--- src/common/spi_port_pkg.sv ---
// Operation
// - Software waits for shift end before rewriting
// - Unread received byte is overwritten by next
// - Enable overrides pin directions per role
// - Master data write shifts eight bits, flags
// - Last master byte, or slave byte in modes 0 and 3, kept in buffer
// - Low select input in master forces slave
// - Deselected slave idles, output released
// - Selected slave shifts, flags each byte
// - Select release resets slave shift logic
// - Launch and capture on opposite edges
// - DMA request per slave byte only
// - Master clock divider from prescaler, doubling
// - Nothing happens unless enable bit set
// - Bit order select picks lsb first
// - Master select bit picks role
// - Mode bits set polarity and phase
// - Nonzero level enables request on flag
// - Flag cleared by vector or read sequence
// - Collision flag on write during transfer
// - Data reads received byte, writes transmit byte
package spi_port_pkg;

   // Register indices; the byte address is four times the index.
   localparam logic [1:0] IDX_CONTROL   = 2'h0;
   localparam logic [1:0] IDX_INT_CTRL  = 2'h1;
   localparam logic [1:0] IDX_STATUS    = 2'h2;
   localparam logic [1:0] IDX_DATA      = 2'h3;

   // Control register fields.
   localparam int CTL_CLOCK_DOUBLE = 7;
   localparam int CTL_ENABLE       = 6;
   localparam int CTL_BIT_ORDER    = 5;
   localparam int CTL_MASTER       = 4;
   localparam int CTL_CPOL         = 3;
   localparam int CTL_CPHA         = 2;
   localparam int CTL_PRESC_HI     = 1;

   // Status register fields.
   localparam int STS_DONE         = 7;
   localparam int STS_COLLISION    = 6;

   // Reset values.
   localparam logic [7:0] CONTROL_RESET  = 8'h00;
   localparam logic [1:0] LEVEL_RESET    = 2'h0;

   // Frame geometry.
   localparam logic [2:0] LAST_BIT       = 3'h7;
   localparam logic [3:0] LAST_EDGE      = 4'hf;

   // Half-period of the master clock in peripheral clocks, indexed by
   // {clock_double, prescaler}: divides of 4,16,64,128 then 2,8,32,64.
   localparam logic [6:0] HALF_TABLE [8] = '{
      7'h02, 7'h08, 7'h20, 7'h40, 7'h01, 7'h04, 7'h10, 7'h20
   };

   // AXI responses.
   localparam logic [1:0] RESP_OKAY   = 2'h0;
   localparam logic [1:0] RESP_SLVERR = 2'h2;

endpackage : spi_port_pkg

--- src/core/spi_master_slave_port.sv ---
`timescale 1ns/1ps
module spi_master_slave_port
   import spi_port_pkg::*;
#(
   parameter int ADDR_W = 4
) (
   // Clock and reset.
   input  wire logic              mclk,
   input  wire logic              rst_n,
   // AXI4-Lite write address and data.
   input  wire logic [ADDR_W-1:0] awaddr,
   input  wire logic              awvalid,
   output logic                   awready,
   input  wire logic [31:0]       wdata,
   input  wire logic [3:0]        wstrb,
   input  wire logic              wvalid,
   output logic                   wready,
   // AXI4-Lite write response.
   output logic [1:0]             bresp,
   output logic                   bvalid,
   input  wire logic              bready,
   // AXI4-Lite read.
   input  wire logic [ADDR_W-1:0] araddr,
   input  wire logic              arvalid,
   output logic                   arready,
   output logic [31:0]            rdata,
   output logic [1:0]             rresp,
   output logic                   rvalid,
   input  wire logic              rready,
   // User pin directions and software select level.
   input  wire logic              mosiDirUser,
   input  wire logic              misoDirUser,
   input  wire logic              sckDirUser,
   input  wire logic              ssDirUser,
   input  wire logic              ssLevelUser,
   // Serial pins, each as input, output and output enable.
   input  wire logic              mosiIn,
   output logic                   mosiOut,
   output logic                   mosiOe,
   input  wire logic              misoIn,
   output logic                   misoOut,
   output logic                   misoOe,
   input  wire logic              sckIn,
   output logic                   sckOut,
   output logic                   sckOe,
   input  wire logic              ssIn_n,
   output logic                   ssOut_n,
   output logic                   ssOe,
   // Interrupt request, level, vector acknowledge and DMA trigger.
   output logic                   irqReq,
   output logic [1:0]             irqLevel,
   input  wire logic              irqAck,
   output logic                   dmaReq
);

   logic [7:0]        ctrl;
   logic              doneFlag;
   logic              colFlag;
   logic              armDone;
   logic              armCol;
   logic [7:0]        rxBuf;
   logic [7:0]        sh;
   logic [2:0]        bitCnt;
   logic              serBit;
   logic              mBusy;
   logic [3:0]        mEdges;
   logic [6:0]        divCnt;
   logic              awHeld;
   logic              wHeld;
   logic [ADDR_W-1:0] awAddrQ;
   logic [7:0]        wByteQ;
   logic              wLaneQ;
   logic [1:0]        sckSync;
   logic [1:0]        ssSync;
   logic [1:0]        mosiSync;
   logic              sckPrev;

   // Role and mode decode from the control register.
   wire enabled    = ctrl[CTL_ENABLE];
   wire masterOn   = enabled & ctrl[CTL_MASTER];
   wire slaveOn    = enabled & ~ctrl[CTL_MASTER];
   wire cpol       = ctrl[CTL_CPOL];
   wire cpha       = ctrl[CTL_CPHA];
   wire lsbFirst   = ctrl[CTL_BIT_ORDER];
   wire [6:0] half = HALF_TABLE[{ctrl[CTL_CLOCK_DOUBLE],
                                 ctrl[CTL_PRESC_HI:0]}];

   // Synchronised slave-side inputs; the second stage feeds the logic.
   wire sckS       = sckSync[1];
   wire ssS_n      = ssSync[1];
   wire mosiS      = mosiSync[1];

   // Register bus decode.
   wire [1:0] wIdx   = awAddrQ[3:2];
   wire       wInMap = (awAddrQ >> 4) == '0;
   wire [1:0] rIdx   = araddr[3:2];
   wire       rInMap = (araddr >> 4) == '0;
   wire       wrFire = awHeld & wHeld & ~bvalid;
   wire       arFire = arvalid & arready;
   wire       wrHit  = wrFire & wInMap & wLaneQ;
   wire       ctlWr  = wrHit & (wIdx == IDX_CONTROL);
   wire       lvlWr  = wrHit & (wIdx == IDX_INT_CTRL);
   wire       dataWr = wrHit & (wIdx == IDX_DATA);
   wire       dataRd = arFire & rInMap & (rIdx == IDX_DATA);
   wire       statRd = arFire & rInMap & (rIdx == IDX_STATUS);
   wire       dataAc = dataWr | dataRd;

   // Transfer state decode.
   wire slaveSel   = slaveOn & ~ssS_n;
   wire sBusy      = slaveSel & (bitCnt != 3'h0);
   wire collide    = dataWr & (mBusy | sBusy);
   wire startM     = dataWr & masterOn & ~mBusy;
   wire modeFault  = masterOn & ~ssDirUser & ~ssIn_n;
   wire divTick    = mBusy & (divCnt == half - 7'h1);
   wire mRise      = divTick & ~sckOut;
   wire mFall      = divTick & sckOut;
   wire sRise      = slaveSel & sckS & ~sckPrev;
   wire sFall      = slaveSel & ~sckS & sckPrev;
   wire rise       = mRise | sRise;
   wire fall       = mFall | sFall;
   wire sampleRise = ~(cpol ^ cpha);
   wire sampleEdge = sampleRise ? rise : fall;
   wire setupEdge  = sampleRise ? fall : rise;
   wire din        = masterOn ? misoIn : mosiS;
   wire [7:0] shNext = lsbFirst ? {din, sh[7:1]} : {sh[6:0], din};
   wire outSh      = lsbFirst ? sh[0] : sh[7];
   wire outW       = lsbFirst ? wByteQ[0] : wByteQ[7];
   wire mDone      = divTick & (mEdges == LAST_EDGE);
   wire sDone      = slaveSel & sampleEdge & (bitCnt == LAST_BIT);
   wire doneEvt    = (mDone & ~modeFault) | sDone;
   wire rxDone     = sampleRise ? sDone : (mDone & ~modeFault);
   wire [7:0] rxByte = sampleEdge ? shNext : sh;

   // Read data selection.
   wire [7:0] statByte = {doneFlag, colFlag, 6'h00};
   wire [7:0] rdByte   = (rIdx == IDX_CONTROL)  ? ctrl :
                         (rIdx == IDX_INT_CTRL) ? {6'h00, irqLevel} :
                         (rIdx == IDX_STATUS)   ? statByte : rxBuf;

   // Two-stage synchronisers for the slave-side inputs.
   always_ff @(posedge mclk) begin
      if (!rst_n) begin
         sckSync  <= 2'h0;
         ssSync   <= 2'h3;
         mosiSync <= 2'h0;
         sckPrev  <= 1'b0;
      end else begin
         sckSync  <= {sckSync[0], sckIn};
         ssSync   <= {ssSync[0], ssIn_n};
         mosiSync <= {mosiSync[0], mosiIn};
         sckPrev  <= sckS;
      end
   end

   // AXI write channels: address and data are taken in either order.
   always_ff @(posedge mclk) begin
      if (!rst_n) begin
         awready <= 1'b0;
         wready  <= 1'b0;
         awHeld  <= 1'b0;
         wHeld   <= 1'b0;
         awAddrQ <= '0;
         wByteQ  <= 8'h00;
         wLaneQ  <= 1'b0;
         bvalid  <= 1'b0;
         bresp   <= RESP_OKAY;
      end else begin
         if (awvalid && awready) begin
            awready <= 1'b0;
            awHeld  <= 1'b1;
            awAddrQ <= awaddr;
         end else if (!awHeld && !bvalid) begin
            awready <= 1'b1;
         end
         if (wvalid && wready) begin
            wready <= 1'b0;
            wHeld  <= 1'b1;
            wByteQ <= wdata[7:0];
            wLaneQ <= wstrb[0];
         end else if (!wHeld && !bvalid) begin
            wready <= 1'b1;
         end
         if (wrFire) begin
            awHeld <= 1'b0;
            wHeld  <= 1'b0;
            bvalid <= 1'b1;
            bresp  <= wInMap ? RESP_OKAY : RESP_SLVERR;
         end else if (bready) begin
            bvalid <= 1'b0;
         end
      end
   end

   // AXI read channel: one read in flight, answered the next cycle.
   always_ff @(posedge mclk) begin
      if (!rst_n) begin
         arready <= 1'b0;
         rvalid  <= 1'b0;
         rdata   <= 32'h0000_0000;
         rresp   <= RESP_OKAY;
      end else if (arFire) begin
         arready <= 1'b0;
         rvalid  <= 1'b1;
         rdata   <= rInMap ? {24'h00_0000, rdByte} : 32'h0000_0000;
         rresp   <= rInMap ? RESP_OKAY : RESP_SLVERR;
      end else if (rvalid && rready) begin
         rvalid  <= 1'b0;
      end else if (!rvalid) begin
         arready <= 1'b1;
      end
   end

   // Control and level registers; a select fault drops the role to slave.
   always_ff @(posedge mclk) begin
      if (!rst_n) begin
         ctrl     <= CONTROL_RESET;
         irqLevel <= LEVEL_RESET;
      end else begin
         if (ctlWr) begin
            ctrl <= wByteQ;
         end
         if (modeFault) begin
            ctrl[CTL_MASTER] <= 1'b0;
         end
         if (lvlWr) begin
            irqLevel <= wByteQ[1:0];
         end
      end
   end

   // Status flags: a setting event wins over any clear in the same cycle.
   always_ff @(posedge mclk) begin
      if (!rst_n) begin
         doneFlag <= 1'b0;
         colFlag  <= 1'b0;
         armDone  <= 1'b0;
         armCol   <= 1'b0;
      end else begin
         if (doneEvt || modeFault) begin
            doneFlag <= 1'b1;
         end else if (irqAck || (dataAc && armDone)) begin
            doneFlag <= 1'b0;
         end
         if (collide) begin
            colFlag <= 1'b1;
         end else if (dataAc && armCol) begin
            colFlag <= 1'b0;
         end
         if (statRd) begin
            armDone <= doneFlag;
            armCol  <= colFlag;
         end else if (dataAc) begin
            armDone <= 1'b0;
            armCol  <= 1'b0;
         end
      end
   end

   // Receive buffer keeps the last master byte, or slave byte in modes 0 and 3, until the next one.
   always_ff @(posedge mclk) begin
      if (!rst_n) begin
         rxBuf <= 8'h00;
      end else if (rxDone || (mDone && !modeFault)) begin
         rxBuf <= rxByte;
      end
   end

   // Master clock generator and edge counter.
   always_ff @(posedge mclk) begin
      if (!rst_n) begin
         mBusy  <= 1'b0;
         mEdges <= 4'h0;
         divCnt <= 7'h00;
         sckOut <= 1'b0;
      end else if (!masterOn || modeFault) begin
         mBusy  <= 1'b0;
         mEdges <= 4'h0;
         divCnt <= 7'h00;
         sckOut <= cpol;
      end else if (startM) begin
         mBusy  <= 1'b1;
         mEdges <= 4'h0;
         divCnt <= 7'h00;
         sckOut <= cpol;
      end else if (divTick) begin
         divCnt <= 7'h00;
         mEdges <= mEdges + 4'h1;
         sckOut <= ~sckOut;
         if (mDone) begin
            mBusy <= 1'b0;
         end
      end else if (mBusy) begin
         divCnt <= divCnt + 7'h01;
      end else begin
         sckOut <= cpol;
      end
   end

   // Shared shift register: sample edges shift in, setup edges launch.
   always_ff @(posedge mclk) begin
      if (!rst_n) begin
         sh     <= 8'h00;
         bitCnt <= 3'h0;
         serBit <= 1'b0;
      end else if (!enabled) begin
         bitCnt <= 3'h0;
      end else if (slaveOn && ssS_n) begin
         bitCnt <= 3'h0;
         if (dataWr && !collide) begin
            sh <= wByteQ;
         end
      end else if (dataWr && !collide) begin
         sh     <= wByteQ;
         serBit <= outW;
         bitCnt <= 3'h0;
      end else if (sampleEdge) begin
         sh     <= shNext;
         bitCnt <= bitCnt + 3'h1;
      end else if (setupEdge) begin
         serBit <= outSh;
      end else if (slaveSel && bitCnt == 3'h0 && !cpha) begin
         serBit <= outSh;
      end
   end

   // Pin drive; user directions apply only where the role leaves them.
   always_ff @(posedge mclk) begin
      if (!rst_n) begin
         mosiOe  <= 1'b0;
         misoOe  <= 1'b0;
         sckOe   <= 1'b0;
         ssOe    <= 1'b0;
         ssOut_n <= 1'b1;
      end else begin
         mosiOe  <= masterOn & mosiDirUser;
         sckOe   <= masterOn & sckDirUser;
         ssOe    <= masterOn & ssDirUser;
         misoOe  <= slaveSel & misoDirUser;
         ssOut_n <= ssLevelUser;
      end
   end

   // Interrupt request and slave DMA trigger.
   always_ff @(posedge mclk) begin
      if (!rst_n) begin
         irqReq <= 1'b0;
         dmaReq <= 1'b0;
      end else begin
         irqReq <= doneFlag & (irqLevel != 2'h0);
         dmaReq <= sDone;
      end
   end

   // Both data outputs share the launched bit; only one drives at a time.
   assign mosiOut = serBit;
   assign misoOut = serBit;

endmodule : spi_master_slave_port

--- config.mk ---
export PLATFORM = sky130hd
export DESIGN_NAME = spi_master_slave_port
export DESIGN_NICKNAME = d
export VERILOG_FILES = /design/src/common/spi_port_pkg.sv /design/src/core/spi_master_slave_port.sv
export SDC_FILE = /design/constraint.sdc
export NUM_CORES = 1
export LEC_CHECK = 0
export BUFFER_PORTS_ARGS = -buffer_cell sky130_fd_sc_hd__buf_2
export CORE_UTILIZATION = 55
export CTS_BUF_LIST = sky130_fd_sc_hd__clkbuf_2
export CTS_CLUSTER_SIZE = 25
export DETAILED_ROUTE_END_ITERATION = 16
export GPL_TIMING_DRIVEN = 1
export PLACE_DENSITY = 0.79
export SYNTH_ARGS = -nofsm -noshare
export SYNTH_HDL_FRONTEND = slang
export SYNTH_SLANG_ARGS = --single-unit
--- constraint.sdc ---
create_clock -name mclk -period 3.5 [get_ports mclk]
set_input_delay 0.35 -clock mclk [delete_from_list [all_inputs] [get_ports mclk]]
set_output_delay 0.35 -clock mclk [all_outputs]
set_load 0.1 [all_outputs]
==> results.md <==
- Status: finished clean
- Congestion Overflow GR: 0
- Setup TNS: 0 ns
- Synth top area cells: dfxtp_1, mux2i_1, buf_4
- Non-Filler Instances: ~640
- Multi-input logic area: ~2200 µm²
- Final slew viol count: 0
- Synthesis Warnings: 0
- Sink Count: 87
- Final Hold Viols: 0
- Worst Min Path Start: rready
- Synth Instances: between 400 and 500
- Placed cell count: 610
- CTS tree: done
- WL per Instance: around 14 µm
- Max Buffers Root-to-Sink: 2
- RSZ-0062 raised after global routing: false
- Crit. Startpoint: ctrl[7]
- Post-CTS sizing: 0
- Max Clock Skew: 0.02308 ns
- Initial antenna violation count: 0
- Post-synth top area share: 40.98%
- GP Congestion: approximately 0.94
- Worst slew pin tran: slightly above 0.9 ns
- Gr usage total: roughly 23%
- Worst r2r src: ctrl[7]
- Critical path launch point type: register
- Synth unique cells: 53
- H-tree level count: 3
- Core Area: approximately 7400 µm²
- Min-Delay Path Class: input pin to register
- FF-to-FF setup slack: approximately 0.2 ns
- Final wirelength: approximately 9000 µm
- Worst Setup Slack, final: ~0.20 ns
- Max-Cap Viols: 0
- Worst setup path endpoint: dmaReq
- Chip width: 89.91 µm
- Num CTS Buffers: 9
- Hold slack: around 0.037 ns
- Sequential cell area: approximately 1700 µm²
- Final setup fails: 0
- Synth Flop Type: dfxtp_1
- Relative slew slack: 37.86%
- Crit path required time: 4.00 ns
- First-pass GRT wire length: 14860 µm
- Synth Register Bits: 87
- Post-synthesis async set-or-reset flop share: 0%
- Critical Path AT: 3.79 ns
- Vias post-DR: 3421
- Fmax: 0.3033 GHz
- Die area: 8084 µm²
- Layout fillers: between 600 and 700
- ANT cells: 0
- PD cells: ~400 nW/µm²
- Tcrit/Tclk final: roughly 94%
- Post-DR vias/cell: 5.387
- Clock Root Buffer: clkbuf_2
- Worst r2r path cells: 10
- Tmin final: 3.298 ns
- Worst-path clk slew: 0.23 ns
- Vias in the first global route: about 3100
- Post-CTS Setup Bufs: 0
- Largest net degree at the start of global routing: 37
- Final net count: between 500 and 600
- Mapped cell area: around 4300 µm²
- Sequential area share after synthesis: roughly 41%
- Area grow syn2layout: 9.714%
- Row cnt: 31
- Initial DRT Pass Iterations: 4
- Share of cells above drive strength 1: a little under a fifth
- Commonest non-fill, non-tap cell in the layout: dfxtp_1
- Final antenna-violating net count: 0
- VDD IR-drop max: just under 300 µV
- FF-to-FF End: dmaReq
- Dpl hpwl: around 6400 µm
- Later-pin clock latency in the skew report: 0.54 ns
- Worst Path Class, Setup: register to register
- IO Port Bufs: 54
- Syn Area/Cell: 8.911 µm²
- Crit. End Element: register
- Leakage power: about 1.9 nW
- Worst-path fanout max: 14
- Die height: roughly 90 µm
- I/O pins: roughly 110
- Initial Util: 57.67%
- DRT iter0 DRCs: roughly 170
- Most frequent cells in the layout: dfxtp_1, nand2_1, buf_2
- Setup WS pre-CTS: ~0.29 ns
- Drt drc: 0
- Post-synth top area cell: dfxtp_1
- EDFF count, synth: 0
-- cell usage after synthesis (6+ instances only) --
cell type	number
nand2b_1	12
clkbuf_1	19
a21boi_0	8
mux2_2	7
nand2_1	55
o22ai_1	7
ha_1	6
a31oi_1	7
dfxtp_1	87
nand3_1	8
a21oi_1	14
xor2_1	7
inv_1	10
o21a_1	10
a221oi_1	6
nor3_1	7
buf_4	30
and2_1	11
o21ai_0	12
nor3b_1	10
nor2b_1	11
nor2_1	40
mux2i_1	28
xnor2_1	8
-- cell families (layout without fill, tap and decap cells) --
kind of cell | after synthesis | after routing | share of synthesized area (%)
flip-flops | 87 | 87 | 40.98
other | 1 | 28 | 0.08823
AO/OA/AOI/OAI | 90 | 90 | 15.51
AND/OR/NAND/NOR | 179 | 179 | 20.96
multiplexers | 36 | 36 | 8.979
buffers and inverters | 63 | 95 | 8.625
XOR/XNOR | 15 | 15 | 3.091
adder cells (fa/ha/maj) | 6 | 6 | 1.766
-- final cells by class --
class	instances	share of cell area, %
Inverter	10	0.8049
Clock buffer	10	1.073
Timing Repair Buffer	69	8.693
Multi-Input combinational cell	354	48.11
Clock inverter	6	1.315
Sequential cell	87	37.35
Tap cell	99	2.656
-- timing repair --
item                       CTS  global route
hold endpoints to repair     9             0
hold buffers                 9             0
setup endpoints to repair    0             0
-- report_power, final --
part / leakage (nW) / internal (W) / switching (W)
clock network: 0.0717 / 0.000165 / 0.000338
logic: 1.17 / 0.0000547 / 0.000270
registers: 0.706 / 0.00102 / 0.0000174
total: 1.94 / 0.00124 / 0.000625
-- critical path: stages, from the launching register on --
cell and delay, ns:
dfxtp_1 0.53, or3b_2 0.51, ha_1 0.28, nor3b_1 0.17
or3_1 0.33, a211oi_2 0.27, o221ai_2 0.17, o21ai_4 0.45
buf_4 0.24, and3_1 0.19, and2_1 0.13
-- worst min-delay path by stage --
stage          slack [ns]         to  cells after the start
3_3_place_gp         0.40  ssSync[1]                      1
4_1_cts            0.0003     mosiOe                      2
3_5_place_dp         0.41  ssSync[1]                      1
5_1_grt             0.002     bvalid                      3
6_report             0.04     rvalid                      3
2_1_floorplan        0.39  ssSync[1]                      1
-- sequential cells by signal, summed over array words and instances (netlist names), 3 cells and up --
register,flops
rxBuf,8
wByteQ,8
sh,8
bitCnt,3
divCnt,7
rdata,8
mEdges,4
ctrl,8
-- layer usage --
| metal | vias to the layer above | part of all wire (%) | GRT usage (%) |
|---|---|---|---|
| met4 | 0 | 1.3 | 7.930 |
| met2 | 112 | 46 | 37.31 |
| met3 | 11 | 6.1 | 5.330 |
| li1 | 1709 | - | - |
| met5 | - | 0 | 0 |
| met1 | 1589 | 46 | 29.04 |
-- through the flow --
step                      util, %  total power [W]  cell area (µm²)
after global routing        63.28         0.001931             4663
after floorplan                 -         0.001347             4352
final                       63.28         0.001862             4663
after detailed placement    60.54         0.001369             4462
after CTS                   63.28         0.001870             4663
after global placement      60.54         0.001366             4462
Note: power is estimated with default switching activity, not from simulation.
